===== src/mprc_pkg.sv =====
/*
  Shared types and constants for the motion program run control block.
  Assumes one scan clock and that every file refers to these names by package scope.
*/
package mprc_pkg;

  // ----------------------------------------
  // Sizes
  // ----------------------------------------
  localparam int MCODE_W = 8;
  localparam int AXES = 2;

  // ----------------------------------------
  // Run states
  // ----------------------------------------
  typedef enum logic [2:0] {
    ST_STOP   = 3'h0,
    ST_GAP    = 3'h1,
    ST_RUN    = 3'h2,
    ST_MWAIT  = 3'h3,
    ST_PAUSE  = 3'h4,
    ST_DECEL  = 3'h5,
    ST_MANUAL = 3'h6
  } mprc_state_t;

  typedef enum logic [1:0] {
    BK_MOVE     = 2'h0,
    BK_OPT_SKIP = 2'h1,
    BK_OPT_STOP = 2'h2,
    BK_OPT_END  = 2'h3
  } mprc_kind_t;

  // ----------------------------------------
  // Carriers
  // ----------------------------------------
  typedef struct packed {
    logic autoSel;
    logic cycStart;
    logic pause;
    logic fEnd;
    logic single;
    logic mReset;
    logic errReset;
    logic jog;
    logic origin;
    logic optIn;
  } mprc_pins_t;

  typedef struct packed {
    mprc_pins_t s1;
    mprc_pins_t s2;
    mprc_pins_t s3;
    mprc_pins_t lvl;
    mprc_pins_t prev;
  } mprc_sync_t;

  typedef struct packed {
    mprc_kind_t kind;
    logic hasM;
    logic [MCODE_W-1:0] mCode;
    logic progEnd;
  } mprc_blk_t;

  typedef struct packed {
    mprc_state_t st;
    mprc_state_t resumeTo;
    mprc_blk_t cur;
    logic skipNext;
    logic optArm;
    logic running;
    logic holdMotion;
    logic decelReq;
    logic blkExec;
    logic blkNext;
    logic blkCancel;
    logic stopAxes;
    logic mValid;
    logic [MCODE_W-1:0] mCode;
    logic taskError;
    logic manualFlag;
    logic jogAccept;
    logic [AXES-1:0] axisBusy;
  } mprc_core_t;

  // ----------------------------------------
  // Reset values
  // ----------------------------------------
  localparam logic [AXES-1:0] BUSY_NONE = '0;
  localparam logic [AXES-1:0] BUSY_ALL = '1;
  localparam mprc_sync_t SYNC_RST = '0;
  localparam mprc_core_t CORE_RST = '0;

endpackage


===== src/mprc_sync.sv =====
/*
  Three-stage synchroniser and scan edge detector for the host control bits and the optional input.
  Assumes all inputs are asynchronous levels; a change is taken once stages two and three agree.
*/
`timescale 1ns/1ns
`default_nettype none
module mprc_sync (
  // Clock and reset
  input wire logic clk,
  input wire logic rst_b,
  // Raw pins
  input wire mprc_pkg::mprc_pins_t pinIn,
  // Filtered levels and scan edges
  output mprc_pkg::mprc_pins_t lvl,
  output mprc_pkg::mprc_pins_t rise,
  output mprc_pkg::mprc_pins_t fall
);

  mprc_pkg::mprc_sync_t q;
  mprc_pkg::mprc_sync_t next_q;
  logic [$bits(mprc_pkg::mprc_pins_t)-1:0] agree;

  // ----------------------------------------
  // Stages
  // ----------------------------------------
  always_comb begin
    next_q = q;
    next_q.s1 = pinIn;
    next_q.s2 = q.s1;
    next_q.s3 = q.s2;
    agree = ~(q.s2 ^ q.s3);
    next_q.lvl = mprc_pkg::mprc_pins_t'((agree & q.s3) | (~agree & q.lvl));
    next_q.prev = q.lvl;
  end

  always_ff @(posedge clk) begin
    if (!rst_b) begin
      q <= mprc_pkg::SYNC_RST;
    end else begin
      q <= next_q;
    end
  end

  // Edges compare this scan with the previous one.
  assign lvl = q.lvl;
  assign rise = mprc_pkg::mprc_pins_t'(q.lvl & ~q.prev);
  assign fall = mprc_pkg::mprc_pins_t'(~q.lvl & q.prev);

endmodule
`default_nettype wire


===== src/mprc_run_ctl.sv =====
/*
  Run control for one task: arbitrates host control bits against the block program state.
  Assumes the block fetch, trajectory and error sources run on the same scan clock;
  host bits and the optional input are asynchronous and pass the synchroniser.
*/
`timescale 1ns/1ns
`default_nettype none
// Operation
// - Entering manual mode accepts a same-cycle jog; cycle start ignored in manual.
// - Pause held at cycle start rise blocks start; needs release and fresh start.
// - Pause suspends execution; resume on new cycle start after pause released.
// - Forced end held at cycle start rise blocks start; needs fresh rise.
// - Cycle start and forced end rising together: forced end wins.
// - Cycle start fall beats forced end rise at block end; no cancel.
// - Forced end during a block aborts it and halts the program.
// - Forced end between blocks cancels the following block and halts.
// - Forced end ignored while paused; new cycle start resumes.
// - Pause and forced end together during execution: forced end cancels block.
// - Auto select off halts program; pause and later forced end ignored.
// - Single block: after forced end abort, next block only on cycle start.
// - M code reset already high at an M block skips the M output.
// - During M wait cycle start ignored; reset fall resumes if start high.
// - Forced end clears M code and halts, beats M reset, no restart.
// - Switching to manual leaves the M code output unchanged.
// - Pause keeps M code and masks M reset; pause wins a tie.
// - Error reset clears task error; with start together, clear and restart.
// - Manual switch decelerates axes; manual flag and jog wait for stop.
// - Auto select during manual motion stops axes and clears busy flags.
// - Optional skip, optional stop and optional end act on the optional input.
// - Forced end beats a simultaneous optional input change and halts.
module mprc_run_ctl (
  // Clock and reset
  input wire logic clk,
  input wire logic rst_b,
  // Host control bits and optional input
  input wire mprc_pkg::mprc_pins_t pinIn,
  // Program and motion side
  input wire logic blkValid,
  input wire mprc_pkg::mprc_blk_t blk,
  input wire logic motionDone,
  input wire logic axesStopped,
  input wire logic taskFault,
  // Program control
  output logic running,
  output logic holdMotion,
  output logic decelReq,
  output logic blkExec,
  output logic blkNext,
  output logic blkCancel,
  output logic stopAxes,
  // Status
  output logic mValid,
  output logic [mprc_pkg::MCODE_W-1:0] mCode,
  output logic taskError,
  output logic manualFlag,
  output logic jogAccept,
  output logic [mprc_pkg::AXES-1:0] axisBusy
);

  mprc_pkg::mprc_pins_t lvl;
  mprc_pkg::mprc_pins_t rise;
  mprc_pkg::mprc_pins_t fall;
  mprc_pkg::mprc_core_t q;
  mprc_pkg::mprc_core_t next_q;
  logic errOk;
  logic csGo;
  logic optTrig;
  logic calm;

  mprc_sync u_sync (
    .clk(clk),
    .rst_b(rst_b),
    .pinIn(pinIn),
    .lvl(lvl),
    .rise(rise),
    .fall(fall)
  );

  // Finishing a block: advance the pointer and stop here in single block mode.
  function automatic mprc_pkg::mprc_core_t advanceBlk(input mprc_pkg::mprc_core_t c, input logic single);
    mprc_pkg::mprc_core_t r;
    r = c;
    r.blkNext = 1'h1;
    r.optArm = 1'h0;
    r.st = single ? mprc_pkg::ST_STOP : mprc_pkg::ST_GAP;
    return r;
  endfunction

  // ----------------------------------------
  // Qualifiers
  // ----------------------------------------
  assign errOk = !q.taskError || rise.errReset;
  assign csGo = rise.cycStart && !lvl.pause && !lvl.fEnd && errOk && !taskFault;
  assign optTrig = q.optArm && rise.optIn;
  assign calm = lvl.autoSel && !taskFault && !rise.fEnd && !rise.pause && !optTrig;

  // ----------------------------------------
  // Next state
  // ----------------------------------------
  always_comb begin
    next_q = q;
    next_q.blkExec = 1'h0;
    next_q.blkNext = 1'h0;
    next_q.blkCancel = 1'h0;
    next_q.stopAxes = 1'h0;
    unique case (q.st)
      mprc_pkg::ST_STOP: begin
        if (!lvl.autoSel) begin
          next_q.st = mprc_pkg::ST_MANUAL;
        end else if (csGo) begin
          next_q.st = mprc_pkg::ST_GAP;
        end
      end
      mprc_pkg::ST_MANUAL: begin
        if (lvl.autoSel) begin
          // Busy stays clear even with the search request still held.
          next_q.st = mprc_pkg::ST_STOP;
          next_q.stopAxes = 1'h1;
          next_q.axisBusy = mprc_pkg::BUSY_NONE;
        end else if (rise.origin || lvl.jog) begin
          next_q.axisBusy = mprc_pkg::BUSY_ALL;
        end else if (motionDone) begin
          next_q.axisBusy = mprc_pkg::BUSY_NONE;
        end
      end
      mprc_pkg::ST_DECEL: begin
        if (axesStopped) begin
          next_q.st = mprc_pkg::ST_MANUAL;
        end
      end
      default: begin
        // Leaving auto halts everything and masks pause and forced end.
        if (!lvl.autoSel) begin
          next_q.st = mprc_pkg::ST_DECEL;
        end else if (taskFault) begin
          next_q.st = mprc_pkg::ST_STOP;
          next_q.blkCancel = (q.st == mprc_pkg::ST_RUN);
        end else begin
          unique case (q.st)
            mprc_pkg::ST_GAP: begin
              if (fall.cycStart && rise.fEnd) begin
                next_q.st = mprc_pkg::ST_STOP;
              end else if (rise.fEnd) begin
                next_q.st = mprc_pkg::ST_STOP;
                next_q.blkCancel = 1'h1;
                next_q.blkNext = 1'h1;
                next_q.optArm = 1'h0;
              end else if (rise.pause) begin
                next_q.st = mprc_pkg::ST_PAUSE;
                next_q.resumeTo = mprc_pkg::ST_GAP;
              end else if (blkValid) begin
                if (blk.progEnd) begin
                  next_q.st = mprc_pkg::ST_STOP;
                end else if (q.skipNext) begin
                  next_q.blkNext = 1'h1;
                  next_q.skipNext = 1'h0;
                end else begin
                  next_q.cur = blk;
                  next_q.blkExec = 1'h1;
                  unique case (blk.kind)
                    mprc_pkg::BK_MOVE: begin
                      next_q.st = mprc_pkg::ST_RUN;
                    end
                    mprc_pkg::BK_OPT_SKIP: begin
                      next_q = advanceBlk(next_q, lvl.single);
                      next_q.skipNext = lvl.optIn;
                    end
                    mprc_pkg::BK_OPT_STOP: begin
                      next_q = advanceBlk(next_q, lvl.single);
                      if (lvl.optIn) begin
                        next_q.st = mprc_pkg::ST_STOP;
                      end
                    end
                    mprc_pkg::BK_OPT_END: begin
                      next_q = advanceBlk(next_q, lvl.single);
                      next_q.optArm = 1'h1;
                    end
                  endcase
                end
              end
            end
            mprc_pkg::ST_RUN: begin
              if (rise.fEnd) begin
                // Forced end outranks pause and the optional input.
                next_q.st = mprc_pkg::ST_STOP;
                next_q.blkCancel = 1'h1;
                next_q.blkNext = 1'h1;
                next_q.optArm = 1'h0;
                next_q.mValid = 1'h0;
              end else if (rise.pause) begin
                next_q.st = mprc_pkg::ST_PAUSE;
                next_q.resumeTo = mprc_pkg::ST_RUN;
              end else if (optTrig) begin
                next_q = advanceBlk(next_q, lvl.single);
                next_q.blkCancel = 1'h1;
                next_q.mValid = 1'h0;
              end else if (motionDone) begin
                if (q.cur.hasM && !lvl.mReset) begin
                  next_q.st = mprc_pkg::ST_MWAIT;
                  next_q.mCode = q.cur.mCode;
                  next_q.mValid = 1'h1;
                end else begin
                  next_q = advanceBlk(next_q, lvl.single);
                end
              end
            end
            mprc_pkg::ST_MWAIT: begin
              if (rise.fEnd) begin
                next_q.st = mprc_pkg::ST_STOP;
                next_q.blkCancel = 1'h1;
                next_q.blkNext = 1'h1;
                next_q.optArm = 1'h0;
                next_q.mValid = 1'h0;
              end else if (rise.pause) begin
                next_q.st = mprc_pkg::ST_PAUSE;
                next_q.resumeTo = mprc_pkg::ST_MWAIT;
              end else if (optTrig) begin
                next_q = advanceBlk(next_q, lvl.single);
                next_q.mValid = 1'h0;
              end else if (fall.mReset) begin
                next_q = advanceBlk(next_q, lvl.single);
                next_q.mValid = 1'h0;
                if (!lvl.cycStart) begin
                  next_q.st = mprc_pkg::ST_STOP;
                end
              end else if (rise.mReset) begin
                next_q.mValid = 1'h0;
              end
            end
            mprc_pkg::ST_PAUSE: begin
              // Forced end and M reset have no effect until resumed.
              if (rise.cycStart && !lvl.pause && errOk) begin
                next_q.st = q.resumeTo;
              end
            end
            default: begin
              next_q.st = mprc_pkg::ST_STOP;
            end
          endcase
        end
      end
    endcase
    // Set wins over a simultaneous reset.
    if (rise.errReset) begin
      next_q.taskError = 1'h0;
    end
    if (taskFault) begin
      next_q.taskError = 1'h1;
    end
    next_q.running = (next_q.st == mprc_pkg::ST_RUN) || (next_q.st == mprc_pkg::ST_GAP)
      || (next_q.st == mprc_pkg::ST_MWAIT);
    next_q.holdMotion = (next_q.st == mprc_pkg::ST_PAUSE);
    next_q.decelReq = (next_q.st == mprc_pkg::ST_DECEL);
    next_q.manualFlag = (next_q.st == mprc_pkg::ST_MANUAL);
    next_q.jogAccept = next_q.manualFlag && lvl.jog;
  end

  always_ff @(posedge clk) begin
    if (!rst_b) begin
      q <= mprc_pkg::CORE_RST;
    end else begin
      q <= next_q;
    end
  end

  // ----------------------------------------
  // Outputs
  // ----------------------------------------
  assign running = q.running;
  assign holdMotion = q.holdMotion;
  assign decelReq = q.decelReq;
  assign blkExec = q.blkExec;
  assign blkNext = q.blkNext;
  assign blkCancel = q.blkCancel;
  assign stopAxes = q.stopAxes;
  assign mValid = q.mValid;
  assign mCode = q.mCode;
  assign taskError = q.taskError;
  assign manualFlag = q.manualFlag;
  assign jogAccept = q.jogAccept;
  assign axisBusy = q.axisBusy;
endmodule
`default_nettype wire


===== config.mk =====
export PLATFORM = sky130hd
export DESIGN_NAME = mprc_run_ctl
export DESIGN_NICKNAME = d
export VERILOG_FILES = /design/src/mprc_pkg.sv /design/src/mprc_sync.sv /design/src/mprc_run_ctl.sv
export SDC_FILE = /design/constraint.sdc
export NUM_CORES = 1
export LEC_CHECK = 0
export BUFFER_PORTS_ARGS = -buffer_cell sky130_fd_sc_hd__buf_2
export CAP_MARGIN = 20
export CORE_MARGIN = 4
export CORE_UTILIZATION = 39
export CTS_CLUSTER_DIAMETER = 40
export CTS_CLUSTER_SIZE = 12
export DETAILED_ROUTE_END_ITERATION = 12
export HOLD_SLACK_MARGIN = 0.15
export PLACE_DENSITY = 0.68
export SLEW_MARGIN = 20
export SYNTH_ARGS = -nofsm -noshare
export SYNTH_HDL_FRONTEND = slang
export SYNTH_SLANG_ARGS = --single-unit

===== constraint.sdc =====
create_clock -name clk -period 1.8 [get_ports clk]
set_input_delay 0.09 -clock clk [delete_from_list [all_inputs] [get_ports clk]]
set_output_delay 0.09 -clock clk [all_outputs]
set_load 0.1 [all_outputs]

# Word level (Yosys, flattened, before mapping)
# Index checks and enable logic that the tools add are counted.
# Widths: inputs -> output; s select.
[totals] register_bits=87 out_inout_bits=21 in_bits=28
[classes] reduce_logical=37 eq_ne=53 bitwise=15 mux=92
[ops] operator="$mux 35" count=12
[ops] operator="$mux 41" count=4
[ops] operator="$pmux 38 s3" count=1
[ops] operator="$mux 38" count=2
[ops] operator="$mux 6" count=12
[ops] operator="$pmux 23 s3" count=1
[ops] operator="$mux 16" count=4
[ops] operator="$ne 5x5->1 const B" count=11
[ops] operator="$mux 15" count=3
[ops] operator="$mux 3" count=13
[ops] operator="$ne 6x6->1 const B" count=6
[ops] operator="$ne 7x7->1 const B" count=4
[ops] operator="$reduce_and 14->1" count=2
[ops] operator="$mux 27" count=1
[ops] operator="$mux 13" count=2
[ops] operator="$reduce_and 12->1" count=2
[ops] operator="$and 10x10->10" count=2
[ops] operator="$not 10->10" count=2
[ops] operator="$and 9x9->9" count=2
[ops] operator="$eq 3x3->1 const B" count=6
[ops] operator="$mux 1" count=18
[ops] operator="$mux 18" count=1
[ops] operator="$not 9->9" count=2
[ops] operator="$pmux 3 s3" count=2
[ops] operator="36 further kinds" count=82

# Depth between registers and ports, before layout
[depth] ltp_word=19 depth_mapped=8 depth_no_buf=7

# Modules after synthesis
# A second synthesis with hierarchy kept.
[unflattened] hier_cells=430 hier_area_um2=3751.1
[modules_own_cells] mod="mprc_run_ctl" cells_per_inst=275 area_per_inst_um2=2112.0 n_inst=1
[modules_own_cells] mod="mprc_sync" cells_per_inst=155 area_per_inst_um2=1639.1 n_inst=1

# Worst setup path after synthesis
# OpenSTA, ideal clock, no wires.
[synth_timing] path_type="flip-flop to flip-flop" start="register q (netlist bit taskError)" end="register q (netlist bit running)" t_required_ps=1684 setup_time_ps=116 stages_incl_launch_ff=6 path_slack_ps=-390 path_buffers=0 arrival_time_ps=2074 period_less_slack_ps=2190 path_cell_list="dfxtp_1 a2111oi_2 and4_1 nor3_1 o221ai_2 o211a_1"
[synth_via] elab_chain_cells=11 word_cells_on_any_way=17
[synth_lines] element="start: declaration" line="mprc_run_ctl.sv:63" text="mprc_pkg::mprc_core_t q;"
[synth_lines] element="start signal: assignment" line="mprc_run_ctl.sv:260" text="q <= mprc_pkg::CORE_RST;"
[synth_lines] element="start signal: assignment" line="mprc_run_ctl.sv:262" text="q <= next_q;"
[synth_lines] element="$logic_not 1->1 *" line="mprc_run_ctl.sv:92" text="assign errOk = !q.taskError || rise.errReset;"
[synth_lines] element="$logic_or 1x1->1 *" line="mprc_run_ctl.sv:92"
[synth_lines] element="$logic_and 1x1->1" line="mprc_run_ctl.sv:232" text="if (rise.cycStart && !lvl.pause && errOk) begin"
[synth_lines] element="$mux 3" line="mprc_run_ctl.sv:232"
[synth_lines] element="$pmux 3 s4" line="mprc_run_ctl.sv:139" text="unique case (q.st)"
[synth_lines] element="$mux 3" line="mprc_run_ctl.sv:135" text="end else if (taskFault) begin"
[synth_lines] element="$mux 3" line="mprc_run_ctl.sv:133" text="if (!lvl.autoSel) begin"
[synth_lines] element="$pmux 3 s3 *" line="mprc_run_ctl.sv:106" text="unique case (q.st)"
[synth_lines] element="$eq 3x2->1 / $eq 3x1->1 (equally long branches)" line="mprc_run_ctl.sv:250" text="next_q.running = (next_q.st == mprc_pkg::ST_RUN) || (next_q.st == mprc_pkg::ST_GAP)"
[synth_lines] element="$logic_or 1x1->1" line="mprc_run_ctl.sv:250"
[synth_lines] element="$logic_or 1x1->1 *" line="mprc_run_ctl.sv:251" text="|| (next_q.st == mprc_pkg::ST_MWAIT);"
# Mark *: on every way between the ends. The rest lies on a longest branch, timed or not.
# A chain may end at the register's enable or synchronous reset.

# Worst setup path in the final report
[layout_timing] start="input taskFault" end="register q[21] (netlist bit)"
[layout_via] elab_chain_cells=2 word_cells_on_any_way=12
[layout_lines] element="start: declaration" line="mprc_run_ctl.sv:42" text="input wire logic taskFault,"
[layout_lines] element="$ne 8x8->1 (no line) (tied with other cells)"
[layout_lines] element="$reduce_and 15->1 (no line) *"
# Marked as above.

==> impl_metrics.json <==
{
  "io_pins": 49,
  "routabilityCongestion": 0.909,
  "netlist_instances": 382,
  "final_area_um2": 4750,
  "synth_top_area_share_pct": 48.1,
  "tritoncts": "built",
  "drc_errors": 0,
  "cts_max_level": 3,
  "maxSlewHeadroom_pct": 65.1,
  "grt.total_usage_pct": 17.0,
  "setup_violations": 0,
  "r2r_start": "q[40]$_SDFF_PN0_",
  "fp.dieW_um": 102,
  "rsz0062_at_grt": "true",
  "worst-r2r-setup-slack_ns": 0.03,
  "first_global_vias": 2933,
  "grt_pass1_wl_mm": 14.0,
  "nNetsFinal": 523,
  "fmax_mhz": 561,
  "ys_ff_latch": 83,
  "worstSkewPairLatency_ns": 0.36,
  "reg2regPathDepth": 6,
  "drive_gt1_share_pct": 33.0,
  "wl_mm": 8.24,
  "viasPerCell": 5.01,
  "min_to": "holdMotion$_SDFF_PN0_",
  "synth.net_count": 410,
  "power_frac_seq_pct": 48.9,
  "path_class": "in2reg",
  "row_count": 34,
  "coreArea_um2": 8680,
  "cp_slowest_stage_delay_ns": 0.61,
  "overflow": 0,
  "synth_warnings": 0,
  "fin_util_pct": 54.7,
  "min_from": "axesStopped",
  "p_leak_nw": 1.92,
  "cts_buffers": 9,
  "start_kind": "primary input",
  "yosysTopAreaCell": "dfxtp_1",
  "worstMarginPinSlew_ns": 0.518,
  "initial_utilization_pct": 39.8,
  "power_mw": 3.89,
  "dp_hpwl_mm": 5.90,
  "path_buf_inv": 2,
  "slowest_stage": "dlygate4sd3_1",
  "path_max_fanout": 4,
  "grt_max_degree": 68,
  "crit_arrival_ns": 2.05,
  "placement.io_buffers": 48,
  "n_antenna_cell": 0,
  "internal-power_mw": 2.90,
  "synth-main-ff-cell": "dfxtp_1",
  "max-cap-violations": 0,
  "clkSinkCount": 83,
  "crit_required_ns": 2.07,
  "synth_edf_count": 0,
  "finalClockSkew_ns": 0.0121,
  "synthTopCellsByArea": "dfxtp_1 48%, and2_1 7.2%, a21boi_0 6.1%, nand2_1 5.0%, nand3_1 3.5%",
  "place_area_um2": 4100,
  "min_period_ns": 1.78,
  "cpLargestDelayFamily": "buffers and inverters",
  "area_growth_pct": 37.3,
  "fillers": 810,
  "status": "finished, final reports clean",
  "cp_cell_sequence": "dlygate4sd3_1, nor3b_4, buf_6, nand2_4, a221o_1, or3_1, o31ai_1",
  "holdCritPathClass": "in2reg",
  "ys_seq_area_share_pct": 48.1,
  "syn_area_per_cell_um2": 9.05,
  "cts.path.max_buffers": 2,
  "clockPowerShare_pct": 39.0,
  "grt_antenna_before_repair": 0,
  "end_kind": "flip-flop",
  "synth_area_um2": 3460,
  "power.share.switching_pct": 25.4,
  "slew_violations": 0,
  "layout_worst_path_cycle_share_pct": 99.0,
  "dieArea_um2": 10400,
  "pwr-share-comb_pct": 12.1,
  "synth_cell_types": 56,
  "drtIter0Drc": 154,
  "ir_drop_uv": 644,
  "clock_tree.root_cell": "clkbuf_8",
  "hold_viol": 0,
  "p_switching_mw": 0.990,
  "ant_nets": 0,
  "rr_endpoint": "q[21]$_SDFFE_PN0P_",
  "firstDrtPassIters": 4,
  "synth-async-reset-ratio_pct": 0,
  "power.density_nw_per_um2": 820,
  "clkSlewWorstSetupHoldPaths_ns": 0.09,
  "hold_depth": 4,
  "die_h_um": 102,
  "wire_per_inst_um": 13.5,
  "vias": 3046
}
## kinds of logic after synthesis
family	count (synthesis)	synth area share, %
muxes	1	0.290
and+or+nand+nor	178	28.4
DFF	83	48.1
xor gates and xnor gates	2	0.507
buffers and inverters	35	5.75
AOI/OAI and AO/OA	83	16.9
## Yosys cell counts, drive strengths merged, types with 2 or more instances
cell / number
o31ai: 2
nand2b: 10
nor2b: 11
nand3: 24
a2111oi: 2
dfxtp: 83
o311ai: 3
nor3: 8
nor3b: 4
inv: 5
nor2: 13
or3: 2
nand2: 47
or4: 3
a41oi: 2
and4: 2
nand4b: 2
nand3b: 2
nor4: 3
o21ai: 20
buf: 17
and2: 41
a21boi: 29
a21oi: 10
and3: 3
o211ai: 2
clkbuf: 13
## timing repair
| item | in CTS | in global routing |
|---|---|---|
| resized for setup | 7 | 37 |
| hold buffers | 24 | 0 |
| hold endpoints to repair | 29 | 0 |
| gates cloned | 0 | 1 |
| endpoints found under the setup margin | 26 | 29 |
| pin swaps | 2 | 8 |
| setup buffers | 1 | 2 |
## through the flow
| step | setup TNS (ns) | std cells | setup slack, ns | hold WS [ns] |
|---|---|---|---|---|
| after floorplan | 0 | 382 | 0.0496 | 0.217 |
| after global placement | -1.00 | 565 | -0.128 | 0.296 |
| after detailed placement | -1.22 | 565 | -0.161 | 0.299 |
| after CTS | -0.00800 | 606 | -0.00800 | 0.198 |
| after global routing | -0.122 | 608 | -0.0380 | 0.245 |
| final | 0 | 608 | 0.0173 | 0.217 |
## power by group through the flow
| stage | Sequential [mW] | Combinational (mW) | Clock, mW |
|---|---|---|---|
| 2_1_floorplan | 2.00 | 0.184 | 0 |
| 3_3_place_gp | 1.94 | 0.394 | 0 |
| 6_report | 1.90 | 0.472 | 1.52 |
| 4_1_cts | 1.90 | 0.443 | 1.57 |
| 5_1_grt | 1.91 | 0.511 | 1.64 |
| 3_5_place_dp | 1.95 | 0.394 | 0 |
## worst reg2reg max path, cell delays in order (launching register included)
cell	delay, ns
dfxtp_4	0.38
nor3b_4	0.26
buf_6	0.16
nand2_4	0.05
a221o_1	0.30
or3_1	0.36
o31ai_1	0.18
## registers in the layout (all words and copies together), names as in the netlist, 8 cells and up
register,flops
mCode,8
u_sync.lvl,10
u_sync.q,17
u_sync.next_q,20
q,16
## final cells by class
| class | count | area (um2) | area share [%] |
|---|---|---|---|
| clock buffer | 9 | 124 | 2.61 |
| clock inverter | 7 | 105 | 2.21 |
| inverter | 5 | 18.8 | 0.395 |
| multi-input combinational | 264 | 1720 | 36.3 |
| sequential | 83 | 1680 | 35.5 |
| tap | 108 | 135 | 2.85 |
| timing repair buffer | 132 | 955 | 20.1 |
## routing by layer
metal / wire, um / global-route usage [%] / part of all wire (%)
met5: 0 / 0 / 0
met4: 178 / 8.38 / 2.2
met3: 400 / 3.55 / 4.9
met2: 3790 / 26.3 / 46
met1: 3870 / 22.6 / 47
## layout by cell type, fill, tap and decap left out, types with 2 or more instances in the layout
cell type,netlist,final
nand2_1,46,46
nor3b_2,0,2
inv_1,5,5
dfxtp_4,0,3
dfxtp_2,0,9
a21boi_1,1,4
and4_1,2,2
nand2b_1,10,5
a21boi_0,28,25
inv_6,0,2
nor2_1,13,12
nor2b_1,11,10
dlygate4sd3_1,0,24
a41oi_1,2,2
nand4b_1,2,2
o311ai_0,3,3
buf_4,11,56
o21ai_0,20,19
clkbuf_8,0,9
buf_2,3,48
dfxtp_1,83,71
nand3b_1,2,2
or4_4,0,2
bufinv_16,0,2
o31ai_1,2,2
nor4_2,2,2
o211ai_1,2,2
buf_6,3,3
and3_1,3,3
nor3_1,7,5
and2_1,40,40
nand3_1,24,23
nand2b_4,0,5
a21oi_1,10,9
nor3_2,1,3
## worst max path at each step
stage	startpoint	end	slack [ns]	depth (start not counted)
6_report	taskFault	q[21]$_SDFFE_PN0P_	0.02	7
5_1_grt	q[40]$_SDFF_PN0_	mValid$_SDFFE_PN0P_	-0.04	7
4_1_cts	u_sync.lvl[0]$_SDFFE_PN0P_	decelReq$_SDFF_PN0_	-0.008	5
3_5_place_dp	q[40]$_SDFF_PN0_	decelReq$_SDFF_PN0_	-0.16	7
3_3_place_gp	q[40]$_SDFF_PN0_	decelReq$_SDFF_PN0_	-0.13	7
2_1_floorplan	q[39]$_SDFF_PN0_	running$_SDFF_PN0_	0.05	7
Power figures use the tool's default switching activity.
